`config.mk`:
```
export PLATFORM = sky130hd
export DESIGN_NAME = led_ramp_and_indicator_pin
export DESIGN_NICKNAME = d
export VERILOG_FILES = /design/src/led_ramp_pkg.sv /design/src/led_ramp_and_indicator_pin.sv /design/src/ramp_channel.sv
export SDC_FILE = /design/constraint.sdc
export NUM_CORES = 1
export LEC_CHECK = 0
export ABC_CLOCK_PERIOD_IN_PS = 4700
export BUFFER_PORTS_ARGS = -buffer_cell sky130_fd_sc_hd__buf_4
export CELL_PAD_IN_SITES_DETAIL_PLACEMENT = 1
export CELL_PAD_IN_SITES_GLOBAL_PLACEMENT = 2
export CORE_MARGIN = 4
export CORE_UTILIZATION = 40
export CTS_CLUSTER_SIZE = 40
export DETAILED_ROUTE_END_ITERATION = 7
export HOLD_SLACK_MARGIN = 0.02
export PLACE_DENSITY = 0.91
export REMOVE_ABC_BUFFERS = 1
export SLEW_MARGIN = 20
export SYNTH_ARGS = -nofsm -noshare
export SYNTH_HDL_FRONTEND = slang
export SYNTH_HIERARCHICAL = 1
export SYNTH_SLANG_ARGS = --single-unit
export TNS_END_PERCENT = 30
```
`constraint.sdc`:
```
create_clock -name clock -period 4.7 [get_ports clock]
set_clock_uncertainty 0.1 [all_clocks]
set_input_delay 0.235 -clock clock [delete_from_list [all_inputs] [get_ports clock]]
set_output_delay 0.235 -clock clock [all_outputs]
set_load 0.03 [all_outputs]
```
`src/led_ramp_pkg.sv`:
```
package led_ramp_pkg;
  localparam int CLK_PERIOD_NS = 50;
  localparam int CODE_W = 7;
  localparam int REG_W = 8;
  localparam int ADDR_W = 8;
  localparam int TIMER_W = 24;
  localparam int SLOT_W = 9;
  localparam int PATTERN_BITS = 32;
  localparam int PATTERN_REGS = 4;

  // step intervals, in ns, selected by ramp bits a,b
  localparam int STEP0_NS = 12750;
  localparam int STEP1_NS = 3250000;
  localparam int STEP2_NS = 6500000;
  localparam int STEP3_NS = 13000000;
  localparam int STEP0_CYC = (STEP0_NS + CLK_PERIOD_NS - 1) / CLK_PERIOD_NS;
  localparam int STEP1_CYC = (STEP1_NS + CLK_PERIOD_NS - 1) / CLK_PERIOD_NS;
  localparam int STEP2_CYC = (STEP2_NS + CLK_PERIOD_NS - 1) / CLK_PERIOD_NS;
  localparam int STEP3_CYC = (STEP3_NS + CLK_PERIOD_NS - 1) / CLK_PERIOD_NS;

  // pattern bit periods, in ns
  localparam int BIT0_NS = 1600;
  localparam int BIT1_NS = 26000000;
  localparam int BIT2_NS = 52000000;
  localparam int BIT3_NS = 105000000;
  localparam int BIT0_CYC = (BIT0_NS + CLK_PERIOD_NS - 1) / CLK_PERIOD_NS;
  localparam int BIT1_CYC = (BIT1_NS + CLK_PERIOD_NS - 1) / CLK_PERIOD_NS;
  localparam int BIT2_CYC = (BIT2_NS + CLK_PERIOD_NS - 1) / CLK_PERIOD_NS;
  localparam int BIT3_CYC = (BIT3_NS + CLK_PERIOD_NS - 1) / CLK_PERIOD_NS;

  // register offsets
  localparam logic [ADDR_W-1:0] ADDR_GENERAL = 8'h10;
  localparam logic [ADDR_W-1:0] ADDR_PIN_CTRL = 8'h80;
  localparam logic [ADDR_W-1:0] ADDR_PATTERN0 = 8'h90;
  localparam logic [ADDR_W-1:0] ADDR_PATTERN1 = 8'h91;
  localparam logic [ADDR_W-1:0] ADDR_PATTERN2 = 8'h92;
  localparam logic [ADDR_W-1:0] ADDR_PATTERN3 = 8'h93;
  localparam logic [ADDR_W-1:0] ADDR_BRIGHT_MAIN = 8'hA0;
  localparam logic [ADDR_W-1:0] ADDR_APPLIED_MAIN = 8'hA8;
  localparam logic [ADDR_W-1:0] ADDR_BRIGHT_SUB = 8'hB0;
  localparam logic [ADDR_W-1:0] ADDR_APPLIED_SUB = 8'hB8;

  localparam logic [REG_W-1:0] PIN_CTRL_RESET = 8'h01;
  localparam logic [REG_W-1:0] GENERAL_RESET = 8'h00;
  localparam logic [REG_W-1:0] PATTERN_RESET = 8'h00;
  localparam logic [CODE_W-1:0] CODE_ZERO = 7'h00;
  localparam logic [REG_W-1:0] READ_ZERO = 8'h00;

  // pin control fields
  localparam int CTRL_FUNC_BIT = 0;
  localparam int CTRL_DIR_BIT = 1;
  localparam int CTRL_DATA_BIT = 2;
  localparam int CTRL_DUTY_LSB = 3;
  localparam int CTRL_DUTY_MSB = 5;
  localparam int CTRL_PERIOD_LSB = 6;
  localparam int CTRL_PERIOD_MSB = 7;

  // general register fields
  localparam int GEN_MAIN_EN_BIT = 1;
  localparam int GEN_SUB_EN_BIT = 2;
  localparam int GEN_RAMP_B_BIT = 6;
  localparam int GEN_RAMP_A_BIT = 7;

  typedef enum logic [2:0] {
    DUTY_GPIO = 3'b000,
    DUTY_FULL = 3'b001,
    DUTY_HALF = 3'b010,
    DUTY_THIRD = 3'b011,
    DUTY_QUARTER = 3'b100,
    DUTY_SIXTH = 3'b101,
    DUTY_TWELFTH = 3'b110,
    DUTY_LATCH = 3'b111
  } duty_type;

  typedef enum logic [1:0] {
    MODE_ENABLE_IN = 2'b00,
    MODE_PATTERN = 2'b01,
    MODE_GPIO_IN = 2'b10,
    MODE_GPIO_OUT = 2'b11
  } pin_mode_type;

  // last slot of one frame: 32 pattern bits plus dead time, with no dead time at full duty
  function automatic logic [SLOT_W-1:0] lastSlot(input logic [2:0] duty);
    case (duty)
      DUTY_HALF: lastSlot = 9'h03F;
      DUTY_THIRD: lastSlot = 9'h05F;
      DUTY_QUARTER: lastSlot = 9'h07F;
      DUTY_SIXTH: lastSlot = 9'h0BF;
      DUTY_TWELFTH: lastSlot = 9'h17F;
      default: lastSlot = 9'h01F;
    endcase
  endfunction : lastSlot
endpackage : led_ramp_pkg

```
`src/led_ramp_and_indicator_pin.sv`:
```
// What this block does
// brightness code drives exponential table, zero off
// ramp bits a,b select step interval
// code moves one per step interval
// first step of transition is immediate
// enabling ramps up from zero to target
// disable during rise ramps down to zero
// new target waits until current ramp ends
// rate change applies to remaining steps
// function bit zero makes pin enable input
// pattern mode with period selected by bits 7:6
// duty field selects pattern output fraction
// pattern spans 32 bit periods
// dead time high impedance after each pattern except at full duty
// duty code 111 latches pattern registers
// gpio input returns pin level in bit 2
// gpio output drives bit 2 level
// pattern shifts out least significant first
// pattern one pulls low, zero leaves open
// general bit 1 enables the main sink
// intervals counted from the single clock
// duty 000 is gpio, latch untouched
module led_ramp_and_indicator_pin
  import led_ramp_pkg::*;
#(
  parameter logic [TIMER_W-1:0] STEP0_CYCLES = TIMER_W'(STEP0_CYC),
  parameter logic [TIMER_W-1:0] STEP1_CYCLES = TIMER_W'(STEP1_CYC),
  parameter logic [TIMER_W-1:0] STEP2_CYCLES = TIMER_W'(STEP2_CYC),
  parameter logic [TIMER_W-1:0] STEP3_CYCLES = TIMER_W'(STEP3_CYC),
  parameter logic [TIMER_W-1:0] BIT0_CYCLES = TIMER_W'(BIT0_CYC),
  parameter logic [TIMER_W-1:0] BIT1_CYCLES = TIMER_W'(BIT1_CYC),
  parameter logic [TIMER_W-1:0] BIT2_CYCLES = TIMER_W'(BIT2_CYC),
  parameter logic [TIMER_W-1:0] BIT3_CYCLES = TIMER_W'(BIT3_CYC)
)
(
  // clock and reset
  input wire logic clock,
  input wire logic rst_b,
  // register port
  input wire logic [ADDR_W-1:0] regAddr,
  input wire logic [REG_W-1:0] regWrData,
  input wire logic regWrite,
  input wire logic regRead,
  output logic [REG_W-1:0] regRdData,
  // multi-function pin
  input wire logic pinIn,
  output logic pinOut,
  output logic pinDrive_b,
  // sink side
  output logic hardwareEnable,
  output logic [CODE_W-1:0] primaryBrightnessCode,
  output logic [CODE_W-1:0] secondaryBrightnessCode
);
  logic [REG_W-1:0] pinCtrl;
  logic [REG_W-1:0] general;
  logic [REG_W-1:0] patternReg [PATTERN_REGS];
  logic [CODE_W-1:0] targetMain;
  logic [CODE_W-1:0] targetSub;
  logic [PATTERN_BITS-1:0] latchedPattern;
  logic [PATTERN_BITS-1:0] patternWord;
  logic [TIMER_W-1:0] bitTimer;
  logic [SLOT_W-1:0] slot;
  logic pinLevel;
  pin_mode_type mode;
  logic [2:0] duty;
  logic [TIMER_W-1:0] stepCycles;
  logic [TIMER_W-1:0] bitCycles;
  logic ctrlWrite;
  logic latchWrite;
  logic bitDone;
  logic inPattern;

  assign duty = pinCtrl[CTRL_DUTY_MSB:CTRL_DUTY_LSB];
  assign ctrlWrite = regWrite && (regAddr == ADDR_PIN_CTRL);
  assign latchWrite = ctrlWrite && (regWrData[CTRL_DUTY_MSB:CTRL_DUTY_LSB] == DUTY_LATCH);
  assign patternWord = {patternReg[3], patternReg[2], patternReg[1], patternReg[0]};
  assign bitDone = (bitTimer >= bitCycles - 1'b1);
  assign inPattern = (slot < SLOT_W'(PATTERN_BITS));

  always_comb
  begin
    if (!pinCtrl[CTRL_FUNC_BIT])
      mode = MODE_ENABLE_IN;
    else if (duty == DUTY_GPIO)
      mode = pinCtrl[CTRL_DIR_BIT] ? MODE_GPIO_IN : MODE_GPIO_OUT;
    else
      mode = MODE_PATTERN;
  end

  always_comb
  begin
    case ({general[GEN_RAMP_A_BIT], general[GEN_RAMP_B_BIT]})
      2'b00: stepCycles = STEP0_CYCLES;
      2'b01: stepCycles = STEP1_CYCLES;
      2'b10: stepCycles = STEP2_CYCLES;
      default: stepCycles = STEP3_CYCLES;
    endcase
  end

  always_comb
  begin
    case (pinCtrl[CTRL_PERIOD_MSB:CTRL_PERIOD_LSB])
      2'b00: bitCycles = BIT0_CYCLES;
      2'b01: bitCycles = BIT1_CYCLES;
      2'b10: bitCycles = BIT2_CYCLES;
      default: bitCycles = BIT3_CYCLES;
    endcase
  end

  // latch code loads the pattern and takes the period and low bits; the duty setting in force is kept
  always_ff @(posedge clock)
  begin
    if (!rst_b)
      pinCtrl <= PIN_CTRL_RESET;
    else if (latchWrite)
      pinCtrl <= {regWrData[CTRL_PERIOD_MSB:CTRL_PERIOD_LSB], duty, regWrData[CTRL_DATA_BIT:CTRL_FUNC_BIT]};
    else if (ctrlWrite)
      pinCtrl <= regWrData;
  end

  always_ff @(posedge clock)
  begin
    if (!rst_b)
      latchedPattern <= '0;
    else if (latchWrite)
      latchedPattern <= patternWord;
  end

  always_ff @(posedge clock)
  begin
    if (!rst_b)
    begin
      general <= GENERAL_RESET;
      targetMain <= CODE_ZERO;
      targetSub <= CODE_ZERO;
      for (int i = 0; i < PATTERN_REGS; i++)
        patternReg[i] <= PATTERN_RESET;
    end
    else if (regWrite)
    begin
      case (regAddr)
        ADDR_GENERAL: general <= regWrData;
        ADDR_BRIGHT_MAIN: targetMain <= regWrData[CODE_W-1:0];
        ADDR_BRIGHT_SUB: targetSub <= regWrData[CODE_W-1:0];
        ADDR_PATTERN0: patternReg[0] <= regWrData;
        ADDR_PATTERN1: patternReg[1] <= regWrData;
        ADDR_PATTERN2: patternReg[2] <= regWrData;
        ADDR_PATTERN3: patternReg[3] <= regWrData;
        default: general <= general;
      endcase
    end
  end

  always_ff @(posedge clock)
  begin
    if (!rst_b)
    begin
      pinLevel <= 1'b0;
      hardwareEnable <= 1'b0;
    end
    else
    begin
      pinLevel <= pinIn;
      hardwareEnable <= (mode == MODE_ENABLE_IN) ? pinIn : 1'b1;
    end
  end

  always_ff @(posedge clock)
  begin
    if (!rst_b)
      regRdData <= READ_ZERO;
    else if (regRead)
    begin
      case (regAddr)
        ADDR_PIN_CTRL:
          regRdData <= (mode == MODE_GPIO_IN) ?
            {pinCtrl[CTRL_PERIOD_MSB:CTRL_DATA_BIT + 1], pinLevel, pinCtrl[CTRL_DIR_BIT:CTRL_FUNC_BIT]} :
            pinCtrl;
        ADDR_GENERAL: regRdData <= general;
        ADDR_BRIGHT_MAIN: regRdData <= {1'b0, targetMain};
        ADDR_BRIGHT_SUB: regRdData <= {1'b0, targetSub};
        ADDR_APPLIED_MAIN: regRdData <= {1'b0, primaryBrightnessCode};
        ADDR_APPLIED_SUB: regRdData <= {1'b0, secondaryBrightnessCode};
        ADDR_PATTERN0: regRdData <= patternReg[0];
        ADDR_PATTERN1: regRdData <= patternReg[1];
        ADDR_PATTERN2: regRdData <= patternReg[2];
        ADDR_PATTERN3: regRdData <= patternReg[3];
        default: regRdData <= READ_ZERO;
      endcase
    end
  end

  // frame of 32 pattern slots then dead slots, none at full duty; restarts on leaving pattern mode
  always_ff @(posedge clock)
  begin
    if (!rst_b || mode != MODE_PATTERN)
    begin
      bitTimer <= '0;
      slot <= '0;
    end
    else if (slot > lastSlot(duty))
    begin
      bitTimer <= '0;
      slot <= '0;
    end
    else if (bitDone)
    begin
      bitTimer <= '0;
      slot <= (slot == lastSlot(duty)) ? '0 : slot + 1'b1;
    end
    else
      bitTimer <= bitTimer + 1'b1;
  end

  always_ff @(posedge clock)
  begin
    if (!rst_b)
    begin
      pinOut <= 1'b0;
      pinDrive_b <= 1'b1;
    end
    else
    begin
      case (mode)
        MODE_PATTERN:
        begin
          pinOut <= 1'b0;
          pinDrive_b <= !(inPattern && latchedPattern[slot[4:0]]);
        end
        MODE_GPIO_OUT:
        begin
          pinOut <= pinCtrl[CTRL_DATA_BIT];
          pinDrive_b <= 1'b0;
        end
        default:
        begin
          pinOut <= 1'b0;
          pinDrive_b <= 1'b1;
        end
      endcase
    end
  end

  ramp_channel #(.CW(CODE_W), .TW(TIMER_W)) mainRamp (
    .clock(clock),
    .rst_b(rst_b),
    .sinkEnable(general[GEN_MAIN_EN_BIT] && hardwareEnable),
    .targetCode(targetMain),
    .stepCycles(stepCycles),
    .appliedCode(primaryBrightnessCode)
  );

  ramp_channel #(.CW(CODE_W), .TW(TIMER_W)) subRamp (
    .clock(clock),
    .rst_b(rst_b),
    .sinkEnable(general[GEN_SUB_EN_BIT] && hardwareEnable),
    .targetCode(targetSub),
    .stepCycles(stepCycles),
    .appliedCode(secondaryBrightnessCode)
  );
endmodule : led_ramp_and_indicator_pin

```
`src/ramp_channel.sv`:
```
module ramp_channel
  import led_ramp_pkg::*;
#(
  parameter int CW = CODE_W,
  parameter int TW = TIMER_W
)
(
  // clock and reset
  input wire logic clock,
  input wire logic rst_b,
  // control
  input wire logic sinkEnable,
  input wire logic [CW-1:0] targetCode,
  input wire logic [TW-1:0] stepCycles,
  // applied code
  output logic [CW-1:0] appliedCode
);
  logic [CW-1:0] goal;
  logic [TW-1:0] timer;
  logic idle;
  logic stepNow;

  assign idle = (appliedCode == goal);
  assign stepNow = !idle && (timer == '0);

  always_ff @(posedge clock)
  begin
    if (!rst_b)
      goal <= CODE_ZERO;
    else if (!sinkEnable)
      goal <= CODE_ZERO;
    else if (idle)
      goal <= targetCode;
  end

  // code feeds the exponential current table; zero means no current
  always_ff @(posedge clock)
  begin
    if (!rst_b)
      appliedCode <= CODE_ZERO;
    else if (stepNow)
      appliedCode <= (goal > appliedCode) ? appliedCode + 1'b1 : appliedCode - 1'b1;
  end

  always_ff @(posedge clock)
  begin
    if (!rst_b)
      timer <= '0;
    else if (idle)
      timer <= '0;
    else if (stepNow)
      timer <= stepCycles - 1'b1;
    else if (timer >= stepCycles)
      timer <= stepCycles - 1'b1;
    else
      timer <= timer - 1'b1;
  end
endmodule : ramp_channel

```
# Word level (Yosys, flattened, before mapping)
# Memories as Yosys holds them, arrays and structs flattened.
# Index checks and enable logic that the tools add are counted.
# classes
n_addsub,10
n_lt_le_gt_ge,8
n_eq_ne,27
n_mux,46
bitwise,6
n_reduce_logical,30
# ops
operator,n
24-bit two-way mux,4
8-bit case mux with 10 select lines,1
8-bit == test (second input constant),9
24-bit by 1-bit subtractor with 24-bit output (second input constant),3
22-bit case mux with 3 select lines,1
18-bit case mux with 3 select lines,1
24-bit by 18-bit greater-or-equal comparator with 1-bit output,2
24-bit zero test,2
8-bit two-way mux,6
9-bit two-way mux,5
9-bit case mux with 5 select lines,1
24-bit by 1-bit adder with 24-bit output (second input constant),1
24-bit greater-or-equal comparator,1
1-bit two-way mux,20
18-bit by 1-bit subtractor with 19-bit output (second input constant),1
7-bit by 1-bit adder with 7-bit output (second input constant),2
7-bit == test,2
7-bit > comparator,2
7-bit two-way mux,2
2-bit AND reduction,7
7-bit by 1-bit subtractor with 7-bit output (second input constant),2
3-bit == test (second input constant),4
9-bit by 1-bit adder with 9-bit output (second input constant),1
9-bit == test,1
22 further kinds,46
# totals
ff_bits,183
mem_bits_rw,32
out_inout_bits,25
elab_cells,147
memories,1
# mem_list
name,words,width,rd,rd_clocked_by_memory_dff,write_ports,line,rtl
patternReg,4,8,4,0,4,led_ramp_and_indicator_pin.sv:56,logic [REG_W-1:0] patternReg [PATTERN_REGS];

# Longest topological paths before layout
# Gate-level depths: netlist of the first run.
# depth
word_depth,11
ltp_mapped,13

# Modules after synthesis
# The synthesis of the first run kept the hierarchy.
# modules_own_cells
mod,n_inst,cells_per_inst,area_per_inst_um2,seq_area_each_um2
led_ramp_and_indicator_pin,1,738,7294.5,3103.0
ramp_channel,2,396,3165.5,760.7

# Least setup slack after synthesis of the first run
# OpenSTA, ideal clock, no wires.
# synth_timing
path_type,flip-flop to flip-flop
startpoint,register mainRamp.appliedCode[1]
endpoint,register mainRamp.appliedCode[6]
setup_time_ps,70
arrival_time_ps,3273
required_ps,4530
setup_slack_ps,1257
stages_incl_launch_ff,14
period_less_slack_ps,3443
cell_sequence,dfxtp_1 > inv_1 > ha_1 > nand3_1 > nor2_1 > buf_1 > or2_2 > fa_1 > a211oi_1 > o21bai_1 > a21oi_1 > xor2_1 > or3_1 > a21oi_1
# synth_between
elab_chain_len,3
# synth_lines
item,line,rtl
start: declaration,ramp_channel.sv:16,output logic [CW-1:0] appliedCode
start signal: assignment,ramp_channel.sv:42,appliedCode <= (goal > appliedCode) ? appliedCode + 1'b1 : appliedCode - 1'b1;
"parallel branches: the longest is 3 deep, another holds 7-bit by 1-bit subtractor with 7-bit output",n/a,
# Parallel ways; which one is timed is not known.
# A chain may end at the register's enable or synchronous reset.

# Worst setup path after layout of the first run
# layout_timing
startpoint,register general[7]
endpoint,register subRamp.timer[12]
# layout_between
elab_chain_len,5
# layout_lines
item,line,rtl
start: declaration,led_ramp_and_indicator_pin.sv:55,logic [REG_W-1:0] general;
start signal: assignment,led_ramp_and_indicator_pin.sv:142,ADDR_GENERAL: general <= regWrData;
start signal: assignment,led_ramp_and_indicator_pin.sv:149,default: general <= general;
"2-bit == test, or another cell as far along",led_ramp_and_indicator_pin.sv:92,"case ({general[GEN_RAMP_A_BIT], general[GEN_RAMP_B_BIT]})"
18-bit case mux with 3 select lines *,led_ramp_and_indicator_pin.sv:92,
via stepCycles[17],led_ramp_and_indicator_pin.sv:66,logic [TIMER_W-1:0] stepCycles;
24-bit by 18-bit greater-or-equal comparator with 1-bit output *,ramp_channel.sv:53,else if (timer >= stepCycles)
24-bit two-way mux *,ramp_channel.sv:53,
24-bit two-way mux *,ramp_channel.sv:51,else if (stepNow)
end signal: assignment,ramp_channel.sv:52,timer <= stepCycles - 1'b1;
end signal: assignment,ramp_channel.sv:54,timer <= stepCycles - 1'b1;
end signal: assignment,ramp_channel.sv:56,timer <= timer - 1'b1;
end: declaration,ramp_channel.sv:19,logic [TW-1:0] timer;
# Mark *: on every way through the listed nets, which the timed path passes. The rest lies on a longest branch.

==> run summary, run 1 <==
The run finished with clean final reports. The worst setup path is launched from a flop. The total power density per cell area is 389 nW/um^2.

The global-route wire length before repair is 64800 um. The internal power summed over all cells is 3.96 mW. The worst setup path is captured at a flop. The critical path required time came out at 5010 ps. The leakage power total is 6.16 nW. After clock tree synthesis, the setup repair step added 0 buffers. The number of buffers created by CTS came out at 26.

The via count of the first global-routing pass came out at 12100. The area share of the leading cell type in the synthesized netlist is 26.9%. The x dimension of the die is 193 um. Entering global routing, the biggest net connects 55 pins. The routed design has 39800 um of wire.

Net switching is 34.5% of the power. The switching component of the power came out at 2.09 mW. The share of total power dissipated in the clock network is 34.2%. The largest single stage delay on the critical path is 640 ps.

The number of buffers between clock root and the deepest sink came out at 3. The depth of the most critical reg-to-reg path came out at 11. The ratio of cells with drive above 1 in the final layout came out at 10.4%.

The cell chosen for the clock root is clkbuf_16. In this run the core area contains 67 standard-cell rows. The mean number of vias per cell came out at 5.53.

Setup repair after global routing left no endpoint under its margin. The mean instance size in the synthesized netlist came out at 8.91 um^2. The shortest clock period the worst path allows after layout is 3840 ps. The netlist uses 70 different library cells. The antenna diode count came out at 0.

The classification of the worst-slack hold path is in2reg. Dividing the detail-routed wire length by the instance count gives 19.1 um. The total global routing overflow is 0.

The flop and latch count out of synthesis came out at 215. The synthesized instance count is 1530. The total power is 6.05 mW. After the first detailed-routing iteration, the DRC count stood at 538. The cell area after technology mapping came out at 13600 um^2.

The initial core utilization is 40.6%. The core region is 33500 um^2. The clock net in this run drives a total of 215 sinks. In the synthesized netlist the dominant register cell turns out to be dfxtp_1.

By area the synthesized netlist is led by dfxtp_1 27%, ha_1 10%, edfxtp_1 7.1%. The share of flip-flops with an asynchronous set or reset came out at 0%. The half-perimeter wire length after placement is 29100 um. The total of warnings raised by yosys is 6. The y dimension of the die is 193 um.

On the critical path, the stage with the largest delay is an instance of nor2_1. Walking the worst path, the cells encountered are ha_1 > or2_2 > inv_1 > ha_1 > nand4_1 > nor4_1 > a221oi_1 > o211ai_1 > nor2_1 > buf_4 > a211oi_1. Setup violations remaining at the end of the flow were counted as 0. The weighted congestion reported at the end of routability-driven placement is 0.841.

The count of endpoints failing hold in the final timing report is 0. The number of enable-type register cells in the synthesized netlist came out at 32. The post-place instance area came out at 14500 um^2. Data arrives at the worst endpoint at 4150 ps. Global routing used 21.4% of the available tracks across all layers. The number of routed nets with antenna violations came out at 0. The slew at the pin with the worst max-slew slack is 876 ps. The first detailed-routing pass took 4 iterations.

The peak supply drop is 0.256 mV. Clock-pin slew was measured on the worst setup and hold paths at 60 ps. The die outline area is 37100 um^2.

The top fanout value on the critical path is 18. The CTS tree is built. The insertion delay to the later sink of the worst-skew pair is 540 ps. The number of pins with negative max-slew slack in the final report came to 0. dfxtp_1 takes more of the synthesized area than any other cell. Among all cell types in the netlist, the one instantiated most often is dfxtp_1. The count of vias placed by the detailed router came out at 11500. The critical path class is reg2reg. The family with the most delay on the worst path is simple AND/OR/NAND/NOR gates. The worst relative slew slack came out at 41.6%. The H-tree depth is 1. The count of maximum capacitance violations is 0. The post-layout instance area is 15600 um^2. Pin placement for this block handled 46 I/O pins. Among the stages of the critical path, the cell type that occurs most often is ha_1. The cell depth of the worst min-delay path came out at 4.

The count of buffers added on input and output ports is 45. By count the netlist is led by 183 x dfxtp_1, 139 x nand2_1, 114 x ha_1, 96 x a21oi_1, 96 x nor2_1. The number of design rule violations left after detail routing is 0.

For this run, the top clock speed supported by timing is 260 MHz. The number of buffers and inverters on the critical path is 2. The critical path depth is 11. The share of power burned in combinational logic came out at 31.6%. The final layout contains 1753 nets. The share of the yosys chip area belonging to registers came out at 33.9%. The area growth from synthesis to layout came out at 14.1%.

In the finished design, the share of the clock period the worst path needs comes to 81.7%. The initial antenna violation count is 0. The final setup TNS came out at 0 ps.

The number of gates resized after CTS was 0. The proportion of power drawn by flip-flops and latches is 34.2%.
worst reg2reg max path, delay by kind of cell (launching register included):
kind | cells | cell delay, ps
AOI/OAI and AO/OA | 3 | 650
adders and majority gates | 2 | 770
and+or+nand+nor | 4 | 1240
buffers and inverters | 2 | 500
DFF | 1 | 460
logic make-up after synthesis:
logic type                 Yosys count  share of synthesized area [%]
and+or+nand+nor                    550                           21.3
AOI/OAI and AO/OA                  310                           15.1
buffers and inverters              154                           4.66
adders and majority gates          116                           10.8
DFF                                215                           33.9
other                                2                         0.0551
xor gates and xnor gates           109                           7.01
muxes                               74                           7.16
layout by cell type, fill, tap and decap left out, drive strengths merged, types with 14 or more instances in the layout:
cell,n
o21ai,44
and3,14
conb,52
ha,114
xor2,33
buf,63
xnor2,76
and2,44
nand3,38
or4,26
a21oi,96
mux4,18
a21boi,40
inv,90
clkbuf,34
nor2,97
nand2,139
edfxtp,32
nand4,23
dfxtp,183
nor4,24
nor3,46
nand2b,17
nor2b,37
a211oi,53
mux2i,48
repair_timing:
item,4_1_cts,5_1_grt
hold endpoints to repair,95,0
endpoints found under the setup margin,0,0
hold buffers,11,0
worst paths after layout:
path                                        start                 to  slack, ps
worst max-delay path                   general[7]  subRamp/timer[12]        860
worst min-delay path                   regAddr[6]       regRdData[0]         70
worst max register to register         general[7]  subRamp/timer[12]        860
worst min register to register  latchedPattern[7]  latchedPattern[7]        350
state kept, by name, summed over array words and instances, names as in the netlist, 8 cells and up:
name            flops
slot                9
latchedPattern     32
patternReg         32
mainRamp/timer     24
general             8
regRdData           8
bitTimer           24
subRamp/timer      24
pinCtrl             8
layout make-up:
type                    instances  area, um^2
flip-flops and latches        215        4620
multi-input cells            1211        8560
clock inverters                14         149
clock buffers                  34         743
well taps                     448         561
repair buffers                 74         583
inverters                      88         330
fillers                      3909       18000
layer usage:
layer / vias up / part of all wire [%] / GRT usage, %
met5: - / 0 / 0
met4: 0 / 2.2 / 4.96
met3: 64 / 3.1 / 2.89
met2: 161 / 50 / 38.0
met1: 5702 / 45 / 27.6
li1: 5606 / - / -
power by group through the flow:
stage	clock (mW)	sequential (mW)	combinational [mW]
floorplan	0	2.10	1.34
global placement	0	2.10	1.81
detailed placement	0	2.11	1.88
CTS	2.12	2.07	1.91
global route	2.20	2.08	2.11
finish	2.07	2.07	1.91
through the flow:
stage / hold slack, ps / std cells / setup WS, ps / util (%)
after floorplan: 197 / 1514 / 1060 / -
after global placement: 336 / 2025 / 983 / 43.4
after detailed placement: 345 / 2025 / 792 / 43.4
after CTS: 40.8 / 2084 / 815 / 46.4
after global routing: 82.1 / 2084 / 479 / 46.4
final: 67.3 / 2084 / 860 / 46.4
(Power assumes the default switching activity.)
==> inputs of run 2 (changes only) <==
--- a/config.mk
+++ b/config.mk
@@ -5,7 +5,7 @@
 export SDC_FILE = /design/constraint.sdc
 export NUM_CORES = 1
 export LEC_CHECK = 0
-export ABC_CLOCK_PERIOD_IN_PS = 4700
+export ABC_CLOCK_PERIOD_IN_PS = 3600
 export BUFFER_PORTS_ARGS = -buffer_cell sky130_fd_sc_hd__buf_4
 export CELL_PAD_IN_SITES_DETAIL_PLACEMENT = 1
 export CELL_PAD_IN_SITES_GLOBAL_PLACEMENT = 2
==> constraint.sdc (replaced) <==
create_clock -name clock -period 3.6 [get_ports clock]
set_clock_uncertainty 0.1 [all_clocks]
set_input_delay 0.18 -clock clock [delete_from_list [all_inputs] [get_ports clock]]
set_output_delay 0.18 -clock clock [all_outputs]
set_load 0.03 [all_outputs]
==> run 2 against run 1 <==
Compared with the run above:
- wire length fell by 0.21%
- clock power rose by 29%
- cell count rose by 1.1%
- critical path type unchanged
- largest cell class unchanged
- largest power group unchanged
==> run summary, run 2 (synthesized netlist as in run 1, its figures left out) <==
The run finished with clean final reports. The peak supply drop is 0.394 mV. The area growth from synthesis to layout came out at 15.4%. Input and output buffers added on the ports amount to 45.

The initial antenna violation count is 0. The clock passes through at most 3 buffers. Once detailed placement completed, the half-perimeter wirelength came to 29400 um. The total power is 7.92 mW. The largest registers in the layout are latchedPattern (32), patternReg (32). Setup repair after global routing left no endpoint under its margin. The finished cells cover 15700 um^2.

The via count of the first global-routing pass is 12200. Headroom to the max-slew limit came out at 58.6%. The area inside the core boundary came out at 33500 um^2. The arrival time at the worst endpoint is 3770 ps.

The leakage power total is 6.27 nW. The clock slew at the register clock pins of the worst setup and hold paths came out at 60 ps. The combined global-route utilization of all metal layers is 21.3%. The fraction of the cycle the final worst path needs came out at 94.5%. Timing would allow up to 294 MHz. The most common cell after layout, fill and taps aside is dfxtp_1. Once the floorplan was initialized, standard cells occupied 40.6% of the core. The slew at the pin with the worst max-slew slack is 620 ps.

After detailed routing, the average wire length per cell comes to 18.9 um. Setup violations remaining at the end of the flow were counted as 0. The insertion delay to the later sink of the worst-skew pair is 550 ps. Clock tree synthesis inserted a total of 25 buffers. The tree is rooted in a clkbuf_16. The count of endpoints failing hold in the final timing report came to 0. For this block, the initial DRC count from the detailed router was 442. TritonCTS built the clock tree. The die covers 37100 um^2.

STA classifies the critical path endpoint as a flop. In the final layout, the share of cells above drive strength 1 is 11.7%. The shortest clock period the worst path allows after layout is 3400 ps. The number of routed nets with antenna violations is 0. The detailed router placed 11600 vias in this run. The repair_antennas step left the layout with diodes totalling 0. Once placement finished, the instance area stood at 14700 um^2. The congestion estimate from routability-driven global placement came to 0.847. The wire length reported by the detailed router is 39700 um. Timing analysis after detailed placement gives a worst setup slack of 173 ps. The H-tree depth came out at 1.

The path class of the tightest hold or removal check is in2reg. 46 I/O pins were placed. The count of maximum capacitance violations is 0. Hold is met by 49.7 ps. The first detailed-routing pass took 5 iterations. Summed over all layers, the global routing overflow is 0.

The critical path required time is 3970 ps. The clock sink total came out at 215. Entering global routing, the biggest net connects 47 pins. The total number of placement rows came out at 67. The setup slack after layout is 199 ps.

The x dimension of the die came out at 193 um. The top fanout value on the critical path came out at 7. The worst setup path is of the reg2reg kind.

The mean number of vias per cell is 5.49. The number of design rule violations left after detail routing is 0. The library cells used most frequently in the layout, excluding fill and tap cells, are 183 x dfxtp_1, 139 x nand2_1, 114 x ha_1. Measured along the y axis, the die boundary spans 193 um. The total power density per cell area came out at 504 nW/um^2. The final core area utilization is 46.9%. The global-route wire length before repair came out at 64500 um.

The kind of launch point of the worst setup path is a flop. The number of pins with negative max-slew slack in the final report came to 0. The number of nets in the layout is 1776.
==> run 2: final cells by class <==
type | instances | area (um^2)
sequential | 215 | 4620
tap | 448 | 561
clock inverter | 7 | 100
timing repair buffer | 98 | 764
inverter | 88 | 330
multi-input combinational | 1211 | 8580
clock buffer | 39 | 758
fill | 3955 | 17800
==> run 2: metal layers <==
metal  vias up  wire (um)  share of wire [%]  track usage, %
met2       170      20200                 51            38.3
met3        75       1360                3.4            2.91
li1       5648          -                  -               -
met5         -          0                  0               0
met4         0       1220                3.1            6.53
met1      5666      17000                 43            26.4
==> run 2: repair_timing <==
item,4_1_cts,5_1_grt
buffers inserted,0,0
endpoints found under the setup margin,0,49
hold buffers,10,0
hold endpoints to repair,72,0
gates resized for setup,0,7
==> run 2: final timing paths <==
kind | cells past startpoint | end | start | slack [ps]
worst max-delay path | 13 | subRamp/appliedCode[6] | subRamp/appliedCode[2] | 200
worst min-delay path | 4 | regRdData[0] | regAddr[6] | 50
worst max register to register | 13 | subRamp/appliedCode[6] | subRamp/appliedCode[2] | 200
worst min register to register | 2 | latchedPattern[2] | latchedPattern[2] | 360
==> run 2: per-stage QoR <==
step / TNS (ps) / instances
global placement: 0 / 2050
detailed placement: 0 / 2050
floorplan: -900 / 1514
finish: 0 / 2106
CTS: 0 / 2106
global route: 0 / 2106
==> run 2: where the power goes <==
group / leakage [nW] / internal [mW] / switching (mW) / total (mW)
clock network: 0.426 / 1.59 / 1.07 / 2.66
logic: 4.06 / 1.07 / 1.51 / 2.58
registers: 1.78 / 2.56 / 0.126 / 2.68
==> run 2: worst max-delay path: stages, from the launching register on <==
cell and delay [ps]:
dfxtp_1 470, inv_1 120, ha_1 330, a21oi_1 70, a21oi_1 160, nor3_1 100
or2_2 370, fa_1 470, a211oi_2 290, o21bai_1 110, a21oi_1 180, xor2_1 100
or3_1 320, a21oi_1 140
==> inputs of run 3 (changes only) <==
--- a/config.mk
+++ b/config.mk
@@ -10,15 +10,14 @@
 export CELL_PAD_IN_SITES_DETAIL_PLACEMENT = 1
 export CELL_PAD_IN_SITES_GLOBAL_PLACEMENT = 2
 export CORE_MARGIN = 4
-export CORE_UTILIZATION = 40
+export CORE_UTILIZATION = 39
 export CTS_CLUSTER_SIZE = 40
 export DETAILED_ROUTE_END_ITERATION = 7
 export HOLD_SLACK_MARGIN = 0.02
-export PLACE_DENSITY = 0.91
+export PLACE_DENSITY = 0.89
 export REMOVE_ABC_BUFFERS = 1
 export SLEW_MARGIN = 20
 export SYNTH_ARGS = -nofsm -noshare
 export SYNTH_HDL_FRONTEND = slang
-export SYNTH_HIERARCHICAL = 1
 export SYNTH_SLANG_ARGS = --single-unit
 export TNS_END_PERCENT = 30
==> run 3 against run 2 <==
Compared with the run above:
- count of clock-buffer cells in the layout shrank 6
- die area fell by 11%
- non-clock buffer count fell by 7
- wire length decreased by 12%
- via count down 13%
- register-to-register slack improved by 160 ps
- flip-flop and latch count stayed put
- first-iteration DRC count is 19% higher
- synthesized cell count down 13%
- core utilization decreased by 0.72 points
- critical endpoint is now subRamp.appliedCode[6]
- highest routed layer unchanged
==> run summary, run 3 <==
In this run the most critical hold path is launched from regAddr[6]. The mean instance size in the synthesized netlist came out at 8.92 um^2. The peak supply drop is 0.334 mV. The weighted congestion reported at the end of routability-driven placement came out at 0.817. The number of pins with negative max-slew slack in the final report is 0. The detailed-router iteration count before antenna repair came out at 4. The I/O pin count came out at 46. The wire length per cell came out at 19.4 um. Yosys printed 0 warnings. Power comes to 5.55 mW. Walking the worst path, the cells encountered are inv_1 > ha_1 > nand4_1 > a21oi_1 > nor3_1 > or2_2 > fa_1 > a211oi_1 > o21bai_1 > a21oi_1 > xor2_1 > o211ai_2 > o31ai_2.

The leakage power total came out at 5.39 nW. The largest registers in the layout are latchedPattern (32), patternReg (32). The uppermost layer routed is met4. In the layout the commonest cells are 183 x dfxtp_1, 171 x nand2_1, 123 x nor2_1. The insertion delay to the later sink of the worst-skew pair is 530 ps.

After detailed routing, the met2 layer carries 16400 um of wire. The mean number of vias per cell is 5.55. The total number of placement rows came out at 63. The detailed router's first-iteration violation count is 528. The area inside the core boundary came out at 29800 um^2. The maximum number of pins on one net before global-route repair is 44. The cell area after technology mapping came out at 11800 um^2. The total overflow left after global routing is 0. The share of flip-flops with an asynchronous set or reset is 0%. The critical path required time is 3940 ps. The compound-cell area share of the yosys netlist came out at 14.2%.

The most common cell after layout, fill and taps aside is dfxtp_1. The wire length on met1 is 16100 um. The ratio of cells with drive above 1 in the final layout is 12.2%.

The number of buffers created by CTS came out at 26. Of the total power, the share spent switching nets is 22.0%. The via count of the first global-routing pass is 10500. The fraction of synthesized cell area in xor and xnor cells is 4.67%.

The number of enable-type register cells in the synthesized netlist is 32. The total of fill cells in the finished design is 3501. Dividing total power by cell area gives a power density of 403 nW/um^2. The tightest min-delay check is of the in2reg type. The synthesized netlist devotes 22.1% of its cell area to simple gates. The number of routed nets with antenna violations is 0. The share of power burned in combinational logic came out at 3.6%. The initial antenna violation count came out at 2.

The commonest cells after synthesis are 183 x dfxtp_1, 171 x nand2_1, 124 x nor2_1, 110 x a21oi_1, 95 x ha_1. Counting every instance in the synthesized netlist gives 1325. The most numerous cell in the Yosys netlist is dfxtp_1. The slew at the pin with the worst max-slew slack is 896 ps.

STA classifies the critical path startpoint as a flop. The y dimension of the die came out at 182 um. The internal power summed over all cells is 4.32 mW. The final core area utilization is 46.2%. The detailed route wirelength on metal3 is 1460 um. After synthesis, flip-flops and latches occupy 39.1% of the total area.

The combined global-route utilization of all metal layers is 21.0%. The dominant combinational cell family by area after synthesis is simple AND/OR/NAND/NOR gates. The count of vias placed by the detailed router came out at 10000. By area the synthesized netlist is led by dfxtp_1 31%, ha_1 10%, edfxtp_1 8.1%.

The part of the total power dissipated in the clock network is 51.7%. The distinct cell type count of the synthesized netlist is 83. Setup repair after global routing left no endpoint under its margin. The initial core utilization is 39.6%.

The clock net in this run drives a total of 215 sinks. The die covers 33100 um^2. Measured against the total synthesized area, the mux share comes to 6.11%. The delay of the slowest cell on the worst path is 440 ps. The worst relative slew slack is 40.2%. The critical path class is reg2reg. The tree is rooted in a clkbuf_16. Summed over all nets, the switching power comes to 1.22 mW. The half-perimeter wire length after placement came out at 25200 um. STA classifies the critical path endpoint as a flop.

The proportion of power drawn by flip-flops and latches came out at 44.7%. The synthesized netlist devotes 10.4% of its cell area to adder and majority cells. The count of endpoints failing hold in the final timing report came out at 0. The origin of the worst setup path is subRamp.appliedCode[5]. The number of buffers between clock root and the deepest sink is 3.

The leading area contributor after synthesis is dfxtp_1. The x dimension of the die is 182 um. In this run the tool buffered the top-level ports with 45 buffer cells. The routed design has 34900 um of wire.

The count of maximum capacitance violations is 0. Setup violations remaining at the end of the flow were counted as 0. The flow ran to the end, and the final reports show no timing, DRC or antenna violations. The clock slew at the register clock pins of the worst setup and hold paths is 60 ps.

In this run the number of H-tree levels came out at 1. The arrival time at the worst endpoint came out at 3580 ps. The CTS tree is built.

The smallest clock period supported by the final layout is computed as 3240 ps. The startpoint identified for the worst register-to-register timing path is subRamp.appliedCode[5]. The number of gates resized after CTS is 0.

The global-route wire length before repair is 57100 um. The number of nets in the layout is 1511. The area growth from synthesis to layout is 16.4%.

The standard cell with the maximum stage delay on the critical path is fa_1. The area share of the leading cell type in the synthesized netlist came out at 31.0%. In the final timing run, aggregate negative setup slack is 0 ps.

In this design, the critical path's most frequently occurring cell is a21oi_1. The top fanout value on the critical path is 6. Dividing the final minimum period by the clock period gives 90.0%.

The dominant synthesized flop cell is dfxtp_1. The fmax came out at 308 MHz. The number of design rule violations left after detail routing is 0. The flop and latch count out of synthesis came out at 215.
==> run 3: cell types whose count changed in the layout (fill, tap and decap cells not counted), moves of 28 or more <==
cell	previous run	this run
inv_1	88	41
nor2_1	95	123
nand2_1	139	171
conb_1	52	8
a211oi_1	51	14
xnor2_1	76	36
==> run 3: per-stage QoR <==
step	cell area, um^2	setup WS [ps]	instances	hold WS, ps
final	13800	358	1804	81.9
after global routing	13800	103	1803	103
after CTS	13800	357	1803	41.9
after detailed placement	12700	401	1742	346
after global placement	12700	494	1742	340
after floorplan	11600	36.2	1274	152
==> run 3: worst max-delay path: cells and delay by family (launching register included) <==
family                   cells  cell delay [ps]
XOR/XNOR                     1              280
AND/OR/NAND/NOR              3              600
flip-flops                   1              430
AO/OA/AOI/OAI                6              910
buffers and inverters        1               80
adder cells (fa/ha/maj)      2              750
==> run 3: layout make-up <==
cell class	count	area, um^2	area share (%)
diodes	1	2.50	0.0182
clock buffers	33	738	5.37
clock inverters	15	201	1.46
inverters	42	158	1.15
multi-input cells	1017	6830	49.6
flip-flops and latches	215	4620	33.6
well taps	390	488	3.55
repair buffers	91	716	5.20
==> run 3: cells by family (layout without fill, tap and decap cells) <==
| kind of cell | after synthesis | in the layout |
|---|---|---|
| AND/OR/NAND/NOR | 528 | 528 |
| AO/OA/AOI/OAI | 260 | 260 |
| flip-flops | 215 | 215 |
| buffers and inverters | 99 | 181 |
| adder cells (fa/ha/maj) | 97 | 97 |
| XOR/XNOR | 63 | 63 |
| multiplexers | 61 | 61 |
| other | 2 | 9 |
==> run 3: power groups by stage <==
stage	clock (mW)	sequential [mW]	combinational [mW]
6_report	2.87	2.48	0.199
5_1_grt	3.05	2.48	0.214
4_1_cts	2.92	2.48	0.198
3_5_place_dp	0	2.53	0.187
3_3_place_gp	0	2.53	0.185
2_1_floorplan	0	2.52	0.0785
==> run 3: worst paths after layout <==
path                                          endpoint  slack [ps]  depth (start not counted)
worst max-delay path            subRamp.appliedCode[6]         360                         13
worst min-delay path                      regRdData[5]          80                          4
worst max register to register  subRamp.appliedCode[6]         360                         13
worst min register to register      latchedPattern[13]         350                          2
==> run 3: per-layer routing <==
layer  track usage, %  up-vias
li1                 -     4880
met5                0        -
met3             2.86       64
met1             28.6     4870
met4             6.48        0
met2             34.6      195
==> run 3: timing repair <==
| item | CTS | global route |
|---|---|---|
| hold buffers | 13 | 0 |
| endpoints found under the hold margin | 73 | 0 |
| buffers inserted | 0 | 0 |
